[config.mk]
export PLATFORM = sky130hd
export DESIGN_NAME = igdc_core
export DESIGN_NICKNAME = d
export VERILOG_FILES = /design/src/shared/igdc_pkg.sv /design/src/igdc_pin_filter.sv /design/src/igdc_watchdog.sv /design/src/igdc_core.sv
export SDC_FILE = /design/constraint.sdc
export NUM_CORES = 1
export LEC_CHECK = 0
export BUFFER_PORTS_ARGS = -buffer_cell sky130_fd_sc_hd__buf_2
export CAP_MARGIN = 15
export CORE_ASPECT_RATIO = 0.9
export CORE_UTILIZATION = 45
export DETAILED_ROUTE_END_ITERATION = 8
export GPL_TIMING_DRIVEN = 0
export PLACE_DENSITY = 0.63
export SLEW_MARGIN = 10
export SYNTH_ARGS = -nofsm -noshare
export SYNTH_HDL_FRONTEND = slang
export SYNTH_SLANG_ARGS = --single-unit
[constraint.sdc]
create_clock -name i_core_clk -period 3.2 [get_ports i_core_clk]
set_clock_uncertainty 0.1 [all_clocks]
set_input_delay 0.64 -clock i_core_clk [delete_from_list [all_inputs] [get_ports i_core_clk]]
set_output_delay 0.64 -clock i_core_clk [all_outputs]
set_load 0.01 [all_outputs]
[src/shared/igdc_pkg.sv]
// Shared constants of the isolated gate driver control block
package igdc_pkg;

  ////////////////////////////////////////////////////////////////////////
  // Clock
  localparam int CLK_PERIOD_PS = 5000;  // 200 MHz core clock

  // Least time rounds up, never below one cycle
  function automatic int igdc_min_cycles(input int time_ns);
    int c;
    c = (time_ns * 1000 + CLK_PERIOD_PS - 1) / CLK_PERIOD_PS;
    return (c < 1) ? 1 : c;
  endfunction : igdc_min_cycles

  ////////////////////////////////////////////////////////////////////////
  // Timing constants, each as a time and a derived cycle count
  localparam int MIN_PULSE_NS   = 40;    // Glitch rejection width
  localparam int RESET_HOLD_NS  = 1000;  // Low time that clears a fault
  localparam int BLANKING_NS    = 2500;  // Desaturation blanking interval
  localparam int WATCHDOG_NS    = 2000;  // Transmission watchdog timeout

  localparam int MIN_PULSE_CYC  = igdc_min_cycles(MIN_PULSE_NS);
  localparam int RESET_HOLD_CYC = igdc_min_cycles(RESET_HOLD_NS);
  localparam int BLANKING_CYC   = igdc_min_cycles(BLANKING_NS);
  localparam int WATCHDOG_CYC   = igdc_min_cycles(WATCHDOG_NS);

  // Width of every timing counter
  localparam int CNT_W = 16;

  ////////////////////////////////////////////////////////////////////////
  // Reset values and undriven pin defaults
  localparam logic NONINV_FLOAT_LEVEL = 1'b0;  // Pull-down on the non-inverting input
  localparam logic INV_FLOAT_LEVEL    = 1'b1;  // Pull-up on the inverting input
  localparam logic ENABLE_FLOAT_LEVEL = 1'b1;  // Pull-up on the reset/enable input
  localparam logic LOCK_RESET_VALUE   = 1'b1;  // Supplies count as low until proven

  ////////////////////////////////////////////////////////////////////////
  // Drive state machine, one-hot
  typedef enum logic [3:0] {
    IGDC_OFF   = 4'b0001,  // Gate held off
    IGDC_BLANK = 4'b0010,  // Gate on, detector blanked
    IGDC_RUN   = 4'b0100,  // Gate on, detector armed
    IGDC_FAULT = 4'b1000   // Desaturation fault latched
  } igdc_drive_type;

endpackage : igdc_pkg

[src/igdc_pin_filter.sv]
`timescale 1ns/1ps
// Two-flop synchroniser followed by a minimum-width pulse filter
module igdc_pin_filter #(
  parameter int               MIN_CYC   = igdc_pkg::MIN_PULSE_CYC,
  parameter logic             RST_LEVEL = 1'b0
) (
  // Clock and reset
  input  wire logic i_core_clk,
  input  wire logic i_rst_n,
  // Pin level and filtered level
  input  wire logic i_pin,
  output logic      o_level
);

  ////////////////////////////////////////////////////////////////////////
  typedef struct packed {
    logic [1:0]                  sync;    // Synchroniser chain
    logic                        level;   // Accepted level
    logic [igdc_pkg::CNT_W-1:0]  run;     // Cycles the new level has held
  } igdc_filt_type;

  igdc_filt_type st;       // Registered state
  igdc_filt_type next_st;  // Next state

  // A change is accepted only after it held MIN_CYC cycles; shorter pulses vanish
  always_comb begin
    next_st = st;
    next_st.sync = {st.sync[0], i_pin};
    if (st.sync[1] == st.level) begin
      next_st.run = '0;  // Back to the accepted level: drop the candidate
    end else if (st.run >= igdc_pkg::CNT_W'(MIN_CYC - 1)) begin
      next_st.level = st.sync[1];
      next_st.run   = '0;
    end else begin
      next_st.run = st.run + 1'b1;
    end
  end

  // State register
  always_ff @(posedge i_core_clk) begin
    if (!i_rst_n) begin
      st <= '{sync: {2{RST_LEVEL}}, level: RST_LEVEL, run: '0};
    end else begin
      st <= next_st;
    end
  end

  assign o_level = st.level;

endmodule : igdc_pin_filter

[src/igdc_watchdog.sv]
`timescale 1ns/1ps
// Watchdog on the internal transmission heartbeat
module igdc_watchdog #(
  parameter int TIMEOUT_CYC = igdc_pkg::WATCHDOG_CYC
) (
  // Clock and reset
  input  wire logic i_core_clk,
  input  wire logic i_rst_n,
  // Monitoring window and heartbeat toggle from the link
  input  wire logic i_active,
  input  wire logic i_beat,
  // Transmission failure, a level
  output logic      o_error
);

  ////////////////////////////////////////////////////////////////////////
  typedef struct packed {
    logic [1:0]                  sync;   // Synchroniser chain
    logic                        prev;   // Last synchronised beat level
    logic [igdc_pkg::CNT_W-1:0]  quiet;  // Cycles since the last beat
    logic                        error;  // Timeout seen
  } igdc_wd_type;

  igdc_wd_type st;       // Registered state
  igdc_wd_type next_st;  // Next state

  // Any beat edge restarts the count and clears the error on its own
  always_comb begin
    next_st = st;
    next_st.sync = {st.sync[0], i_beat};
    next_st.prev = st.sync[1];
    if (!i_active || (st.sync[1] != st.prev)) begin
      next_st.quiet = '0;
      next_st.error = 1'b0;
    end else if (st.quiet >= igdc_pkg::CNT_W'(TIMEOUT_CYC - 1)) begin
      next_st.error = 1'b1;  // Saturate, stay in error until a beat or until i_active drops
    end else begin
      next_st.quiet = st.quiet + 1'b1;
    end
  end

  // State register
  always_ff @(posedge i_core_clk) begin
    if (!i_rst_n) begin
      st <= '0;
    end else begin
      st <= next_st;
    end
  end

  assign o_error = st.error;

endmodule : igdc_watchdog

[src/igdc_core.sv]
`timescale 1ns/1ps
module igdc_core #(
  parameter int RESET_HOLD_CYC = igdc_pkg::RESET_HOLD_CYC,
  parameter int BLANKING_CYC   = igdc_pkg::BLANKING_CYC,
  parameter int WATCHDOG_CYC   = igdc_pkg::WATCHDOG_CYC,
  parameter int MIN_PULSE_CYC  = igdc_pkg::MIN_PULSE_CYC
) (
  // Clock and reset
  input  wire logic i_core_clk,
  input  wire logic i_rst_n,
  // Drive inputs with their driven flags
  input  wire logic i_drive_noninv,
  input  wire logic i_drive_noninv_driven,
  input  wire logic i_drive_inv,
  input  wire logic i_drive_inv_driven,
  // Low-active reset/enable input
  input  wire logic i_enable_n,
  input  wire logic i_enable_n_driven,
  // Supply comparators
  input  wire logic i_input_supply_below_low,
  input  wire logic i_input_supply_above_high,
  input  wire logic i_output_supply_below_low,
  input  wire logic i_output_supply_above_high,
  // Output-side sense comparators
  input  wire logic i_desaturation_sense_high,
  input  wire logic i_gate_below_clamp,
  // Transmission heartbeat toggle
  input  wire logic i_link_beat,
  // Open-drain status pins
  output logic      o_fault_n_out,
  output logic      o_fault_n_oe,
  output logic      o_ready_out,
  output logic      o_ready_oe,
  // Split gate outputs
  output logic      o_gate_charge_out,
  output logic      o_gate_charge_oe,
  output logic      o_gate_discharge_on,
  // Common gate output and clamp
  output logic      o_gate_out,
  output logic      o_clamp_on
);

  ////////////////////////////////////////////////////////////////////////
  // Resolved pin levels before the filters
  logic noninv_level;   // Non-inverting input after pull-down
  logic inv_level;      // Inverting input after pull-up
  logic enable_level;   // Reset/enable after pull-up

  // Undriven pins fall back to their pull levels
  assign noninv_level = i_drive_noninv_driven ? i_drive_noninv
                                              : igdc_pkg::NONINV_FLOAT_LEVEL;
  assign inv_level    = i_drive_inv_driven ? i_drive_inv
                                           : igdc_pkg::INV_FLOAT_LEVEL;
  assign enable_level = i_enable_n_driven ? i_enable_n
                                          : igdc_pkg::ENABLE_FLOAT_LEVEL;

  ////////////////////////////////////////////////////////////////////////
  // Synchronised and filtered inputs
  logic noninv_f;       // Filtered non-inverting input
  logic inv_f;          // Filtered inverting input
  logic enable_n_f;     // Filtered reset/enable
  logic in_below;       // Input supply under low threshold
  logic in_above;       // Input supply over high threshold
  logic out_below;      // Output supply under low threshold
  logic out_above;      // Output supply over high threshold
  logic desaturation_sense_s;        // Desaturation comparator
  logic clamp_s;        // Gate under clamp threshold
  logic wd_error;       // Transmission timeout

  // Glitch filters on the three logic inputs
  igdc_pin_filter #(.MIN_CYC(MIN_PULSE_CYC), .RST_LEVEL(1'b0)) u_filt_noninv (
    .i_core_clk (i_core_clk),
    .i_rst_n    (i_rst_n),
    .i_pin      (noninv_level),
    .o_level    (noninv_f)
  );
  igdc_pin_filter #(.MIN_CYC(MIN_PULSE_CYC), .RST_LEVEL(1'b1)) u_filt_inv (
    .i_core_clk (i_core_clk),
    .i_rst_n    (i_rst_n),
    .i_pin      (inv_level),
    .o_level    (inv_f)
  );
  igdc_pin_filter #(.MIN_CYC(MIN_PULSE_CYC), .RST_LEVEL(1'b0)) u_filt_enable (
    .i_core_clk (i_core_clk),
    .i_rst_n    (i_rst_n),
    .i_pin      (enable_level),
    .o_level    (enable_n_f)
  );

  // Comparator pins only need synchronising, hence a one-cycle filter
  igdc_pin_filter #(.MIN_CYC(1), .RST_LEVEL(1'b1)) u_sync_in_below (
    .i_core_clk (i_core_clk),
    .i_rst_n    (i_rst_n),
    .i_pin      (i_input_supply_below_low),
    .o_level    (in_below)
  );
  igdc_pin_filter #(.MIN_CYC(1), .RST_LEVEL(1'b0)) u_sync_in_above (
    .i_core_clk (i_core_clk),
    .i_rst_n    (i_rst_n),
    .i_pin      (i_input_supply_above_high),
    .o_level    (in_above)
  );
  igdc_pin_filter #(.MIN_CYC(1), .RST_LEVEL(1'b1)) u_sync_out_below (
    .i_core_clk (i_core_clk),
    .i_rst_n    (i_rst_n),
    .i_pin      (i_output_supply_below_low),
    .o_level    (out_below)
  );
  igdc_pin_filter #(.MIN_CYC(1), .RST_LEVEL(1'b0)) u_sync_out_above (
    .i_core_clk (i_core_clk),
    .i_rst_n    (i_rst_n),
    .i_pin      (i_output_supply_above_high),
    .o_level    (out_above)
  );
  igdc_pin_filter #(.MIN_CYC(1), .RST_LEVEL(1'b0)) u_sync_desaturation_sense (
    .i_core_clk (i_core_clk),
    .i_rst_n    (i_rst_n),
    .i_pin      (i_desaturation_sense_high),
    .o_level    (desaturation_sense_s)
  );
  igdc_pin_filter #(.MIN_CYC(1), .RST_LEVEL(1'b0)) u_sync_clamp (
    .i_core_clk (i_core_clk),
    .i_rst_n    (i_rst_n),
    .i_pin      (i_gate_below_clamp),
    .o_level    (clamp_s)
  );

  ////////////////////////////////////////////////////////////////////////
  // State of the block
  typedef struct packed {
    igdc_pkg::igdc_drive_type    drive;        // Drive state
    logic                        in_lock;      // Input supply lockout
    logic                        out_lock;     // Output supply lockout
    logic                        enable_prev;  // Enable level last cycle
    logic [igdc_pkg::CNT_W-1:0]  low_cnt;      // Length of the enable low phase
    logic [igdc_pkg::CNT_W-1:0]  blank_cnt;    // Blanking progress
    logic                        fault_n_oe;   // Fault pin pulled low
    logic                        ready_oe;     // Ready pin pulled low
    logic                        charge_out;   // Charge output level
    logic                        charge_oe;    // Charge output driving
    logic                        discharge_on; // Discharge output on
    logic                        gate_out;     // Common output level
    logic                        clamp_on;     // Miller clamp on
  } igdc_core_type;

  igdc_core_type st;       // Registered state
  igdc_core_type next_st;  // Next state
  logic          monitor;  // Watchdog may run

  // Watchdog only counts in normal operation, so lockout cannot raise it
  assign monitor = !st.in_lock && !st.out_lock;

  igdc_watchdog #(.TIMEOUT_CYC(WATCHDOG_CYC)) u_watchdog (
    .i_core_clk (i_core_clk),
    .i_rst_n    (i_rst_n),
    .i_active   (monitor),
    .i_beat     (i_link_beat),
    .o_error    (wd_error)
  );

  ////////////////////////////////////////////////////////////////////////
  // Next-state logic
  always_comb begin
    logic command_on;   // Gate requested on
    logic error_mode;   // Lockout or internal error
    logic enable_rise;  // Reset/enable released this cycle
    logic reset_valid;  // Preceding low phase long enough
    logic gate_on;      // Gate on in the next state
    command_on  = 1'b0;
    error_mode  = 1'b0;
    enable_rise = 1'b0;
    reset_valid = 1'b0;
    gate_on     = 1'b0;
    next_st     = st;

    // Lockouts with hysteresis between low and high thresholds
    if (in_below) begin
      next_st.in_lock = 1'b1;
    end else if (in_above) begin
      next_st.in_lock = 1'b0;
    end
    if (out_below) begin
      next_st.out_lock = 1'b1;
    end else if (out_above) begin
      next_st.out_lock = 1'b0;
    end
    error_mode = st.in_lock || st.out_lock || wd_error;

    // Measure the enable low phase, saturating at the hold count
    next_st.enable_prev = enable_n_f;
    if (enable_n_f) begin
      next_st.low_cnt = '0;
    end else if (st.low_cnt < igdc_pkg::CNT_W'(RESET_HOLD_CYC)) begin
      next_st.low_cnt = st.low_cnt + 1'b1;
    end
    enable_rise = enable_n_f && !st.enable_prev;
    reset_valid = st.low_cnt >= igdc_pkg::CNT_W'(RESET_HOLD_CYC);

    // Input combination decides the command; enable low is a shutdown
    command_on = noninv_f && !inv_f && enable_n_f && !error_mode;

    unique case (st.drive)
      igdc_pkg::IGDC_OFF: begin
        next_st.blank_cnt = '0;  // Detector idle while off
        if (command_on) begin
          next_st.drive = igdc_pkg::IGDC_BLANK;
        end
      end
      igdc_pkg::IGDC_BLANK: begin
        if (!command_on) begin
          next_st.drive = igdc_pkg::IGDC_OFF;
        end else if (st.blank_cnt >= igdc_pkg::CNT_W'(BLANKING_CYC - 1)) begin
          next_st.drive = igdc_pkg::IGDC_RUN;
        end else begin
          next_st.blank_cnt = st.blank_cnt + 1'b1;
        end
      end
      igdc_pkg::IGDC_RUN: begin
        // Sense beats a turn-off request so a short is never missed
        if (desaturation_sense_s) begin
          next_st.drive = igdc_pkg::IGDC_FAULT;
        end else if (!command_on) begin
          next_st.drive = igdc_pkg::IGDC_OFF;
        end
      end
      igdc_pkg::IGDC_FAULT: begin
        // Only a release after a long enough low phase leaves the fault
        if (enable_rise && reset_valid) begin
          next_st.drive = igdc_pkg::IGDC_OFF;
        end
      end
    endcase

    // Outputs follow the next drive state so they leave straight from flops
    gate_on = (next_st.drive == igdc_pkg::IGDC_BLANK) ||
              (next_st.drive == igdc_pkg::IGDC_RUN);

    // Fault pin pulled low while the fault is latched
    next_st.fault_n_oe = (next_st.drive == igdc_pkg::IGDC_FAULT);

    // Ready comes only from live status; reset loads it pulled low
    next_st.ready_oe = next_st.in_lock || next_st.out_lock || wd_error;

    // Split outputs: charge floats, discharge pulls, unless gate on
    next_st.charge_out   = gate_on;
    next_st.charge_oe    = gate_on;
    next_st.discharge_on = !gate_on;

    // Common output low in every error and off case
    next_st.gate_out = gate_on;

    // Clamp engages once the gate has sunk below threshold while off
    next_st.clamp_on = !gate_on && clamp_s;
  end

  ////////////////////////////////////////////////////////////////////////
  // State register; reset leaves the gate off and both supplies locked
  always_ff @(posedge i_core_clk) begin
    if (!i_rst_n) begin
      st <= '{
        drive:        igdc_pkg::IGDC_OFF,
        in_lock:      igdc_pkg::LOCK_RESET_VALUE,
        out_lock:     igdc_pkg::LOCK_RESET_VALUE,
        enable_prev:  1'b0,
        low_cnt:      '0,
        blank_cnt:    '0,
        fault_n_oe:   1'b0,
        ready_oe:     1'b1,
        charge_out:   1'b0,
        charge_oe:    1'b0,
        discharge_on: 1'b1,
        gate_out:     1'b0,
        clamp_on:     1'b0
      };
    end else begin
      st <= next_st;
    end
  end

  ////////////////////////////////////////////////////////////////////////
  // Ports; open-drain pins only ever drive low
  assign o_fault_n_out       = 1'b0;
  assign o_fault_n_oe        = st.fault_n_oe;
  assign o_ready_out         = 1'b0;
  assign o_ready_oe          = st.ready_oe;
  assign o_gate_charge_out   = st.charge_out;
  assign o_gate_charge_oe    = st.charge_oe;
  assign o_gate_discharge_on = st.discharge_on;
  assign o_gate_out          = st.gate_out;
  assign o_clamp_on          = st.clamp_on;

endmodule : igdc_core

### Word level (Yosys, flattened, before mapping)

Cells that the tools add are included.

| storage, ports and cells | value |
|---|---|
| logic and storage cells | 157 |
| input port bits | 15 |
| register bits | 235 |

| operators by class | value |
|---|---|
| multiplexer cells | 15 |
| add/sub/neg operators | 12 |
| eq/ne operators | 19 |
| magnitude comparators | 13 |
| bitwise gates (word level) | 10 |
| reductions and logical operators | 44 |

Operators by type and width:

| kind | count |
|---|---|
| 16-bit by 1-bit adder with 16-bit output (second input constant) | 12 |
| 16-bit by 1-bit >= comparator with 1-bit output (second input constant) | 6 |
| 16-bit by 3-bit >= comparator with 1-bit output (second input constant) | 3 |
| 16-bit by 9-bit >= comparator with 1-bit output (second input constant) | 2 |
| 16-bit two-way mux | 2 |
| 16-bit case mux with 2 select lines | 1 |
| 3-bit OR reduction | 9 |
| 4-bit two-way mux | 6 |
| 2-bit AND reduction | 11 |
| 16-bit by 8-bit >= comparator with 1-bit output (second input constant) | 1 |
| 16-bit by 8-bit less-than comparator with 1-bit output (second input constant) | 1 |
| 4-bit case mux with 4 select lines | 1 |
| 1-bit inverter | 10 |
| 1-bit == test | 9 |
| 4-bit by 2-bit == test with 1-bit output (second input constant) | 2 |
| 4-bit by 3-bit == test with 1-bit output (second input constant) | 2 |
| 4-bit == test (second input constant) | 2 |
| 1-bit logical AND | 7 |
| 1-bit zero test | 7 |
| 1-bit logical OR | 6 |
| 1-bit two-way mux | 5 |
| 4-bit by 1-bit == test with 1-bit output (second input constant) | 1 |
| 2-bit != test (second input constant) | 2 |
| 2-bit OR reduction | 2 |
| other kinds (3) | 3 |

### Depth between registers and ports, before layout

Gate-level depths: netlist (run 1).

| depth | value |
|---|---|
| word-level depth | 11 |
| depth in mapped cells | 7 |
| mapped depth without buffers | 7 |

### By module

From an unflattened synthesis (run 1), not the netlist that was laid out.

| second synthesis, totals | value |
|---|---|
| cell total of the unflattened synthesis | 450 |
| area total of the unflattened synthesis | 4913.5 um^2 |

Modules (own cells, without submodules):

| module | instances | area each (um^2) | cells an instance |
|---|---|---|---|
| igdc_core | 1 | 1963.1 | 203 |
| igdc_pin_filter (u_filt_enable ...) | 2 | 554.3 | 42 |
| igdc_watchdog | 1 | 800.8 | 85 |
| igdc_pin_filter (u_filt_inv) | 1 | 568.0 | 42 |
| igdc_pin_filter (u_sync_clamp ...) | 6 | 78.8 | 6 |

### Worst setup path before layout (run 1)

No wires, ideal clock.

| path | value |
|---|---|
| path type | register to register |
| start | register st[7] in the netlist's numbering |
| end | register st[14] in the netlist's numbering |
| setup time | 0.123 ns |
| slack | 0.957 ns |
| clock period less this slack | 2.243 ns |
| data arrival time | 2.020 ns |
| path buffers | 0 |
| stages on the path, launching flop included | 8 |
| cells stage by stage | dfxtp_1 > ha_1 > or3_1 > a311o_1 > o41ai_4 > nand4_1 > xor2_1 > nor2_1 |

| on the way | value |
|---|---|
| word-level cells in the longest chain between the ends | 4 |
| elaborated cells on any way between the ends | 7 |

Ends and longest elaborated chain:

| element | RTL line | text |
|---|---|---|
| from (decl) | igdc_core.sv:146 | `igdc_core_type st;` |
| from (signal assigned) | igdc_core.sv:260 | `st <= '{` |
| from (signal assigned) | igdc_core.sv:276 | `st <= next_st;` |
| 16-bit by 1-bit adder with 16-bit output | igdc_core.sv:215 | `next_st.blank_cnt = st.blank_cnt + 1'b1;` |
| 16-bit two-way mux | igdc_core.sv:212 | `end else if (st.blank_cnt >= igdc_pkg::CNT_W'(BLANKING_CYC - 1)) begin` |
| 16-bit two-way mux | igdc_core.sv:210 | `if (!command_on) begin` |
| 16-bit case mux with 2 select lines | igdc_core.sv:202 | `unique case (st.drive)` |

Several ways; a longest one is shown, not always the timed one. The select of a mux whose other input is x is not followed.
A chain may end at the register's enable or synchronous reset.

### Worst setup path in the final report (run 1)

Ends and elaborated chain as after synthesis.

==> results of run 1 <==
==> layer usage <==
metal	GRT usage, %	vias to the layer above
met4	6.32	0
met2	22.8	48
li1	-	1561
met5	0	-
met1	19.2	1334
met3	6.44	8
==> path summary, 6_finish.rpt <==
kind,startpoint,end,slack (ps),cells past startpoint
max reg2reg,st[7]$_SDFFE_PN0P_,st[14]$_SDFFE_PN0P_,680,7
min reg2reg,u_sync_in_below.next_st[18]$_SDFF_PN1_,u_sync_in_below.st[18]$_SDFF_PN1_,310,1
min,i_input_supply_below_low,u_sync_in_below.next_st[18]$_SDFF_PN1_,210,2
max,st[7]$_SDFFE_PN0P_,st[14]$_SDFFE_PN0P_,680,7
==> cell usage after synthesis (all sizes together) (4+ instances only) <==
cell / count / area, sq um
nor3: 8 / 40.0
nor2: 43 / 161
nand2b: 11 / 68.8
nand4: 14 / 87.6
buf: 5 / 33.8
inv: 14 / 52.6
xnor2: 8 / 70.1
nor4: 11 / 68.8
nand2: 19 / 71.3
dfxtp: 139 / 2780
nand3: 12 / 60.1
a21oi: 4 / 20.0
and2: 36 / 225
nand3b: 4 / 30.0
and3: 17 / 106
clkbuf: 8 / 30.0
xor2: 23 / 209
ha: 7 / 87.6
==> stage by stage <==
step                total power, mW  utilization [%]  worst slack [ps]  area [sq um]
finish                         3.79             57.1               680          5560
CTS                            3.85             57.1               655          5560
detailed placement             1.88             50.9               677          4960
global route                   3.95             57.1               488          5560
global placement               1.88             50.9               685          4960
floorplan                      1.86                -               957          4690
==> critical path: stages, from the launching register on <==
cell     delay (ps)
dfxtp_1         370
ha_1            280
or3_1           330
a311o_1         450
o41ai_4         470
nand4_1         180
xor2_1          170
nor2_1           50
==> registers in the layout (all words and copies together) (netlist names), 2 cells and up <==
| name | flops |
|---|---|
| u_filt_inv.st | 17 |
| u_watchdog.next_st | 2 |
| u_filt_enable.st | 17 |
| st | 39 |
| u_filt_noninv.st | 17 |
| u_watchdog.st | 17 |
==> logic make-up (layout without fill, tap and decap cells) <==
logic type | count (synthesis) | count (layout)
buf+inv | 27 | 80
flops | 139 | 139
compound gates | 29 | 29
xor+xnor | 31 | 31
fa+ha+maj | 7 | 7
simple gates | 188 | 188
mux | 3 | 3
other cells | 1 | 38
==> power groups by stage <==
stage / sequential [mW] / clock (mW) / combinational, mW
global placement: 1.82 / 0 / 0.0545
detailed placement: 1.83 / 0 / 0.0561
finish: 1.79 / 1.95 / 0.0563
CTS: 1.79 / 2.01 / 0.0565
global route: 1.79 / 2.09 / 0.0675
floorplan: 1.82 / 0 / 0.0377
==> final cells by class <==
| class | instances | area (sq um) | area share, % |
|---|---|---|---|
| plain buffers | 13 | 63.8 | 1.15 |
| clock buffers | 18 | 418 | 7.52 |
| clock inverters | 14 | 185 | 3.33 |
| inverters | 14 | 52.6 | 0.945 |
| multi-input cells | 296 | 1790 | 32.3 |
| flip-flops and latches | 139 | 2780 | 50.1 |
| well taps | 126 | 158 | 2.84 |
| repair buffers | 21 | 105 | 1.89 |
==> results.txt, run 1 <==
Leaving out fill and tap cells, the most frequent cell in the layout is dfxtp_1. The mux share of post-synthesis cell area came out at 0.659%. The required time at the worst-slack endpoint is 3490 ps. Hold timing on the final database bottoms out at a slack of 205 ps.

The number of buffers between clock root and the deepest sink came out at 2. The library cells used most frequently in the layout, excluding fill and tap cells, are dfxtp_1 (139), nor2_1 (43), conb_1 (38). The clock-pin slew on the worst setup and hold paths is 60 ps. Summed over all nets, the switching power comes to 788 uW. The overall global routing resource usage is 15.3%. The core region area is 9740 sq um. Headroom to the max-slew limit came out at 42.2%. The die is 97.4 microns tall. The total leakage power is 2.35 nW.

The filler cell count is 835. Counting flops with a built-in enable in the synthesized netlist gives 0. The die outline area is 10500 sq um. The HPWL after detailed placement is 4670 microns. The post-CTS setup buffer count came out at 0.

The number of hold buffers added after cts is 0. In this run the top signal layer used is met4. The number of vias after detailed routing is 2951.

The synthesized netlist devotes 5.25% of its cell area to compound gates. The tree is rooted in a clkbuf_8. The first global-routing pass estimated 12200 microns of wire.

The switching power as a share of total power came out at 20.8%. The average wire per standard cell came out at 10.8 microns. Derived from the worst setup path, the maximum achievable clock frequency is 0.397 GHz. The area added between synthesis and finish came out at 22.1%. The simple-gate portion of the synthesized area is 22.3%. The worst vdd rail ir drop came out at 403 uV.

Once placement completed, the tool counted placed cells totaling 609. The number of H-tree levels came out at 4. The number of antenna violations at the first check in global routing was 0.

The number of buffers inserted during clock tree synthesis is 17. The adder-cell share of the synthesized area is 1.92%. Once the floorplan was initialized, standard cells occupied 46.8% of the core. The first-pass iteration count of the detailed router is 4. In this run the tool buffered the top-level ports with 21 buffer cells. The final count of hold timing violations is 0. The portion of total power attributed to the clock network is 51.4%. STA classifies the critical path endpoint as a flip-flop.

The number of distinct library cell variants in the gate-level netlist after synthesis came out at 43. The fraction of synthesis flops using an asynchronous set or reset pin is 0%. The instance count of the mapped netlist is 425. The number of pins with negative max-slew slack in the final report came out at 0.

For this run, the leading register cell type out of synthesis is dfxtp_1. The wire length on met2 came out at 3010 microns. The number of placement rows came out at 34.

Internal power comes to 3.01 mW. The number of global-route vias before repair came out at 2764. The xor and xnor area share after synthesis is 6.13%. The CTS tree is done. During synthesis, Yosys emitted a total of 0 warnings.

The main combinational cell family by area after synthesis is simple AND/OR/NAND/NOR gates. The setup total negative slack came out at 0 ps. The share of layout cells above drive strength 1 came out at 11.8%. The final non-filler cell total is 641. The total number of nets in the final design is 524. The sum of met3 wire segment lengths after detailed routing is 294 microns. For this block, the routed nets add up to 6900 microns of wire. The class of the most critical setup path is flip-flop to flip-flop. The number of vias per cell after detailed routing came out at 4.60. For the pin with the worst max-slew slack, the measured transition is 863 ps.

The top-level port count came out at 24. Gates resized during post-CTS repair numbered 0. The number of DRC markers in iteration 0 is 107. The die is 108 microns wide. The cell area after synthesis is 4550 sq um. Setup repair after global routing left no endpoint under its margin.

The count of inserted antenna diode cells is 0. The class of the worst hold path is input pin to flip-flop. The register share of total power is 47.1%. The critical path startpoint category is a flip-flop. Of all nets on the critical path, the largest fanout is 9. Dividing the synthesized area by the synthesized cell count gives 10.7 sq um.

For this block, wires on met1 add up to 3500 microns. Dividing total power by cell area gives a power density of 683 nW/um^2. For this run, design rule violations remaining after detail routing come to 0. The time the worst path needs with I/O delays and setup came out at 2520 ps. The largest net degree at the start of global routing is 17. The total overflow left after global routing is 0.

The flow ran to the end, and the final reports show no timing, DRC or antenna violations. After layout, the worst path uses 78.8% of the clock period. The remaining antenna violation count came out at 0.

The part of the power in combinational logic came out at 1.5%. The final weighted congestion in routability-driven placement is 0.790. The critical path data arrival time came out at 2810 ps. The number of failing setup endpoints in the final timing report is 0. The sequential fraction of the synthesis area came out at 61.1%.

After synthesis the netlist holds a flip-flop and latch count of 139. The count of max-cap constraint violations is 0. The latest clock arrival within the worst-skew pair is 510 ps. Counting every sink on the clock net gives 139.
(Power assumes the default switching activity.)
==> inputs of run 2 (changes only) <==
==> constraint.sdc (replaced) <==
create_clock -name i_core_clk -period 2.43 [get_ports i_core_clk]
set_clock_uncertainty 0.1 [all_clocks]
set_input_delay 0.486 -clock i_core_clk [delete_from_list [all_inputs] [get_ports i_core_clk]]
set_output_delay 0.486 -clock i_core_clk [all_outputs]
set_load 0.01 [all_outputs]
==> results.txt, run 2 (synthesis gave the netlist of run 1 again) <==
The run finished with clean final reports. The met1 wire length came out at 3480 microns (-0.69%). The origin of the critical flop-to-flop path is st[7]$_SDFFE_PN0P_. The slew at the pin closest to its max-slew limit came to 862 ps (-0.530 ps). The cell area after layout is 5610 sq um (+0.86%).

The slack of the worst reg-to-reg path is 120 ps (-560 ps). The initial core utilization is 46.8% (unchanged). The internal power came out at 3.96 mW (+32%).

The remaining antenna violation count was 0 (unchanged). The switching power as a share of total power came out at 20.8% (about the same). The y dimension of the die is 97.4 microns (unchanged). The placed standard-cell area is 4960 sq um (unchanged).

The overall global routing resource usage came out at 15.3% (+0.029 points). The area added between synthesis and finish came out at 23.1%. The headroom to the max-slew limit is 42.2% (about the same).

The largest net degree at the start of global routing is 17 (unchanged). The post-route DRC violation count came out at 0 (unchanged). Traced cell by cell, the critical path runs through ha_4, or3_1, a311o_1, a221oi_2, o22a_2, xor2_2, a31oi_1. The slack of the critical path is 122 ps (-558 ps). The clock-pin slew on the worst setup and hold paths came out at 60 ps (about the same). The sum of met3 wire segment lengths after detailed routing is 317 microns (+7.8%). The number of buffers between clock root and the deepest sink is 2 (unchanged). The delay of the slowest cell on the worst path came out at 450 ps (-20 ps).

The clock sink total came out at 139 (unchanged). The number of buffer and inverter stages on the critical path is 0 (unchanged). TritonCTS built the clock tree. The average wire per standard cell came to 10.8 microns (+0.54%).

The number of H-tree levels came out at 4 (unchanged). The flip-flop count of the largest register, all copies and words added came to 39 (unchanged). The number of placement rows came out at 34 (unchanged). The number of buffers inserted during clock tree synthesis came out at 17 (unchanged). For hold timing, the worst endpoint is u_sync_in_below.next_st[18]$_SDFF_PN1_.

Setup repair after global routing left no endpoint under its margin. The critical path is of the flip-flop to flip-flop type. The placed cell count came out at 609 (unchanged).

The share of the clock period used by the worst path was 95.0% (+16 points). The time the worst path needs with I/O delays and setup came out at 2310 ps (-212 ps). The final count of hold timing violations is 0 (unchanged).

The register share of total power came out at 47.1% (about the same). The register with the most flip-flops in the final layout is st. The highest fanout seen on the critical path is 6 (-3).

The total leakage power came out at 2.36 nW (+0.62%). The number of global-route vias before repair came out at 2773 (+0.33%). The required time at the worst-slack endpoint came to 2700 ps (-790 ps).

The total number of nets in the final design came out at 527 (+0.57%). The worst setup path is captured at a flip-flop. In this run the worst hold path is classified as input pin to flip-flop. The gate family responsible for the most delay along the worst path is compound AO/OA/AOI/OAI gates. The worst hold path startpoint is i_input_supply_below_low. The global-route wire length before repair is 12200 microns (+0.22%).

The worst vdd rail ir drop is 530 uV (+32%). The launch point of the critical path is st[7]$_SDFFE_PN0P_. The critical path data arrival time came out at 2580 ps (-230 ps).

The worst hold path cell count is 2 (unchanged). The final weighted congestion in routability-driven placement is 0.790 (unchanged). The portion of total power attributed to the clock network was 51.4% (about the same).

The number of failing setup endpoints in the final timing report is 0 (unchanged). The share of layout cells above drive strength 1 came out at 13.1% (+1.3 points). The count of max-cap constraint violations is 0 (unchanged). The part of the power in combinational logic is 1.5% (about the same). The depth of the most critical reg-to-reg path is 7 (unchanged). The number of vias after detailed routing is 2970 (+0.64%). The highest-delay cell along the critical path is a311o_1.

The number of pins with negative max-slew slack in the final report is 0 (unchanged). The most common library cell in the layout ignoring fill and taps is dfxtp_1. The overall die width is 108 microns (unchanged). The number of antenna violations at the first check in global routing was 0 (unchanged). The number of DRC markers in iteration 0 came to 114 (+6.5%).

STA classifies the critical path startpoint as a flip-flop. The overall power came out at 5.00 mW (+32%). The top routing layer in use is met4. Leaving out fill and tap cells, the most frequent cells in the layout are dfxtp_1 (137), nor2_1 (43), conb_1 (38). The number of hold buffers added after cts came out at 0 (unchanged).

The latest clock arrival within the worst-skew pair came out at 510 ps (about the same). The count of inserted antenna diode cells is 0 (unchanged). The total power per unit cell area is 891 nW/um^2 (+31%). The buffer cell driving the clock tree root is clkbuf_8. The count of buffers inserted at the top-level ports was 21 (unchanged).

The number of vias per cell after detailed routing is 4.61 (+0.18%). The worst register-to-register path ends at o_clamp_on$_SDFF_PN0_. The worst setup slack before clock tree synthesis is -92.9 ps (-770 ps). The die outline area is 10500 sq um (unchanged). The leftover overflow at the end of global routing came out at 0 (unchanged). The total wire length after detailed routing came out at 6970 microns (+1.0%). The total net switching power came to 1.04 mW (+32%). The maximum clock rate is 0.433 GHz (+9.2%).

The final non-filler cell total came out at 644 (+0.47%). The top-level port count came to 24 (unchanged). The final core utilization came to 57.6% (+0.49 points). The wire length on met2 is 3080 microns (+2.4%). The core region area is 9740 sq um (unchanged). The first-pass iteration count of the detailed router came out at 4 (unchanged).

The estimated wirelength of the detail-placed design came out at 4670 microns (unchanged).
[run 2: changes by cell type in the layout (fill, tap and decap cells not counted)]
cell	previous run	this run
ha_1	7	6
dfxtp_1	139	137
buf_4	4	6
buf_6	0	1
a311oi_1	1	0
a311oi_2	0	1
ha_4	0	1
dfxtp_2	0	2
[run 2: how the worst max path moves through the flow]
stage          slack, ps  cells past startpoint                             end
2_1_floorplan        190                      7             st[14]$_SDFFE_PN0P_
3_3_place_gp         -90                      7             st[14]$_SDFFE_PN0P_
3_5_place_dp         -90                      7             st[14]$_SDFFE_PN0P_
4_1_cts               40                      8             st[10]$_SDFFE_PN0P_
5_1_grt                4                      7  o_gate_discharge_on$_SDFF_PN1_
6_report             120                      7           o_clamp_on$_SDFF_PN0_
[run 2: layer usage]
layer | GRT usage [%] | vias to the layer above
met3 | 6.44 | 8
li1 | - | 1569
met5 | 0 | -
met2 | 22.9 | 47
met1 | 19.2 | 1346
met4 | 6.32 | 0
[run 2: power groups by stage]
stage / clock [mW] / sequential [mW] / combinational, mW
after floorplan: 0 / 2.40 / 0.0496
after global placement: 0 / 2.40 / 0.0718
after detailed placement: 0 / 2.41 / 0.0739
after CTS: 2.64 / 2.36 / 0.0743
after global routing: 2.76 / 2.36 / 0.0889
final: 2.57 / 2.35 / 0.0742
[run 2: layout make-up]
cell class	instances	area [sq um]
inverter	14	52.6
multi-input combinational	296	1810
clock inverter	14	185
timing repair buffer	24	131
tap	126	158
fill	833	4140
buffer	13	63.8
clock buffer	18	418
sequential	139	2790
[run 2: stage by stage]
step / setup TNS [ps] / hold WS [ps]
after CTS: 0 / 27.0
after global placement: -378 / 294
after global routing: 0 / 34.1
final: 0 / 51.4
after detailed placement: -396 / 295
after floorplan: 0 / 286
[run 2: timing repair]
item	in CTS	in global routing
setup endpoints to repair	9	12
gates resized for setup	0	6
pin swaps	2	4
buffers inserted	2	1
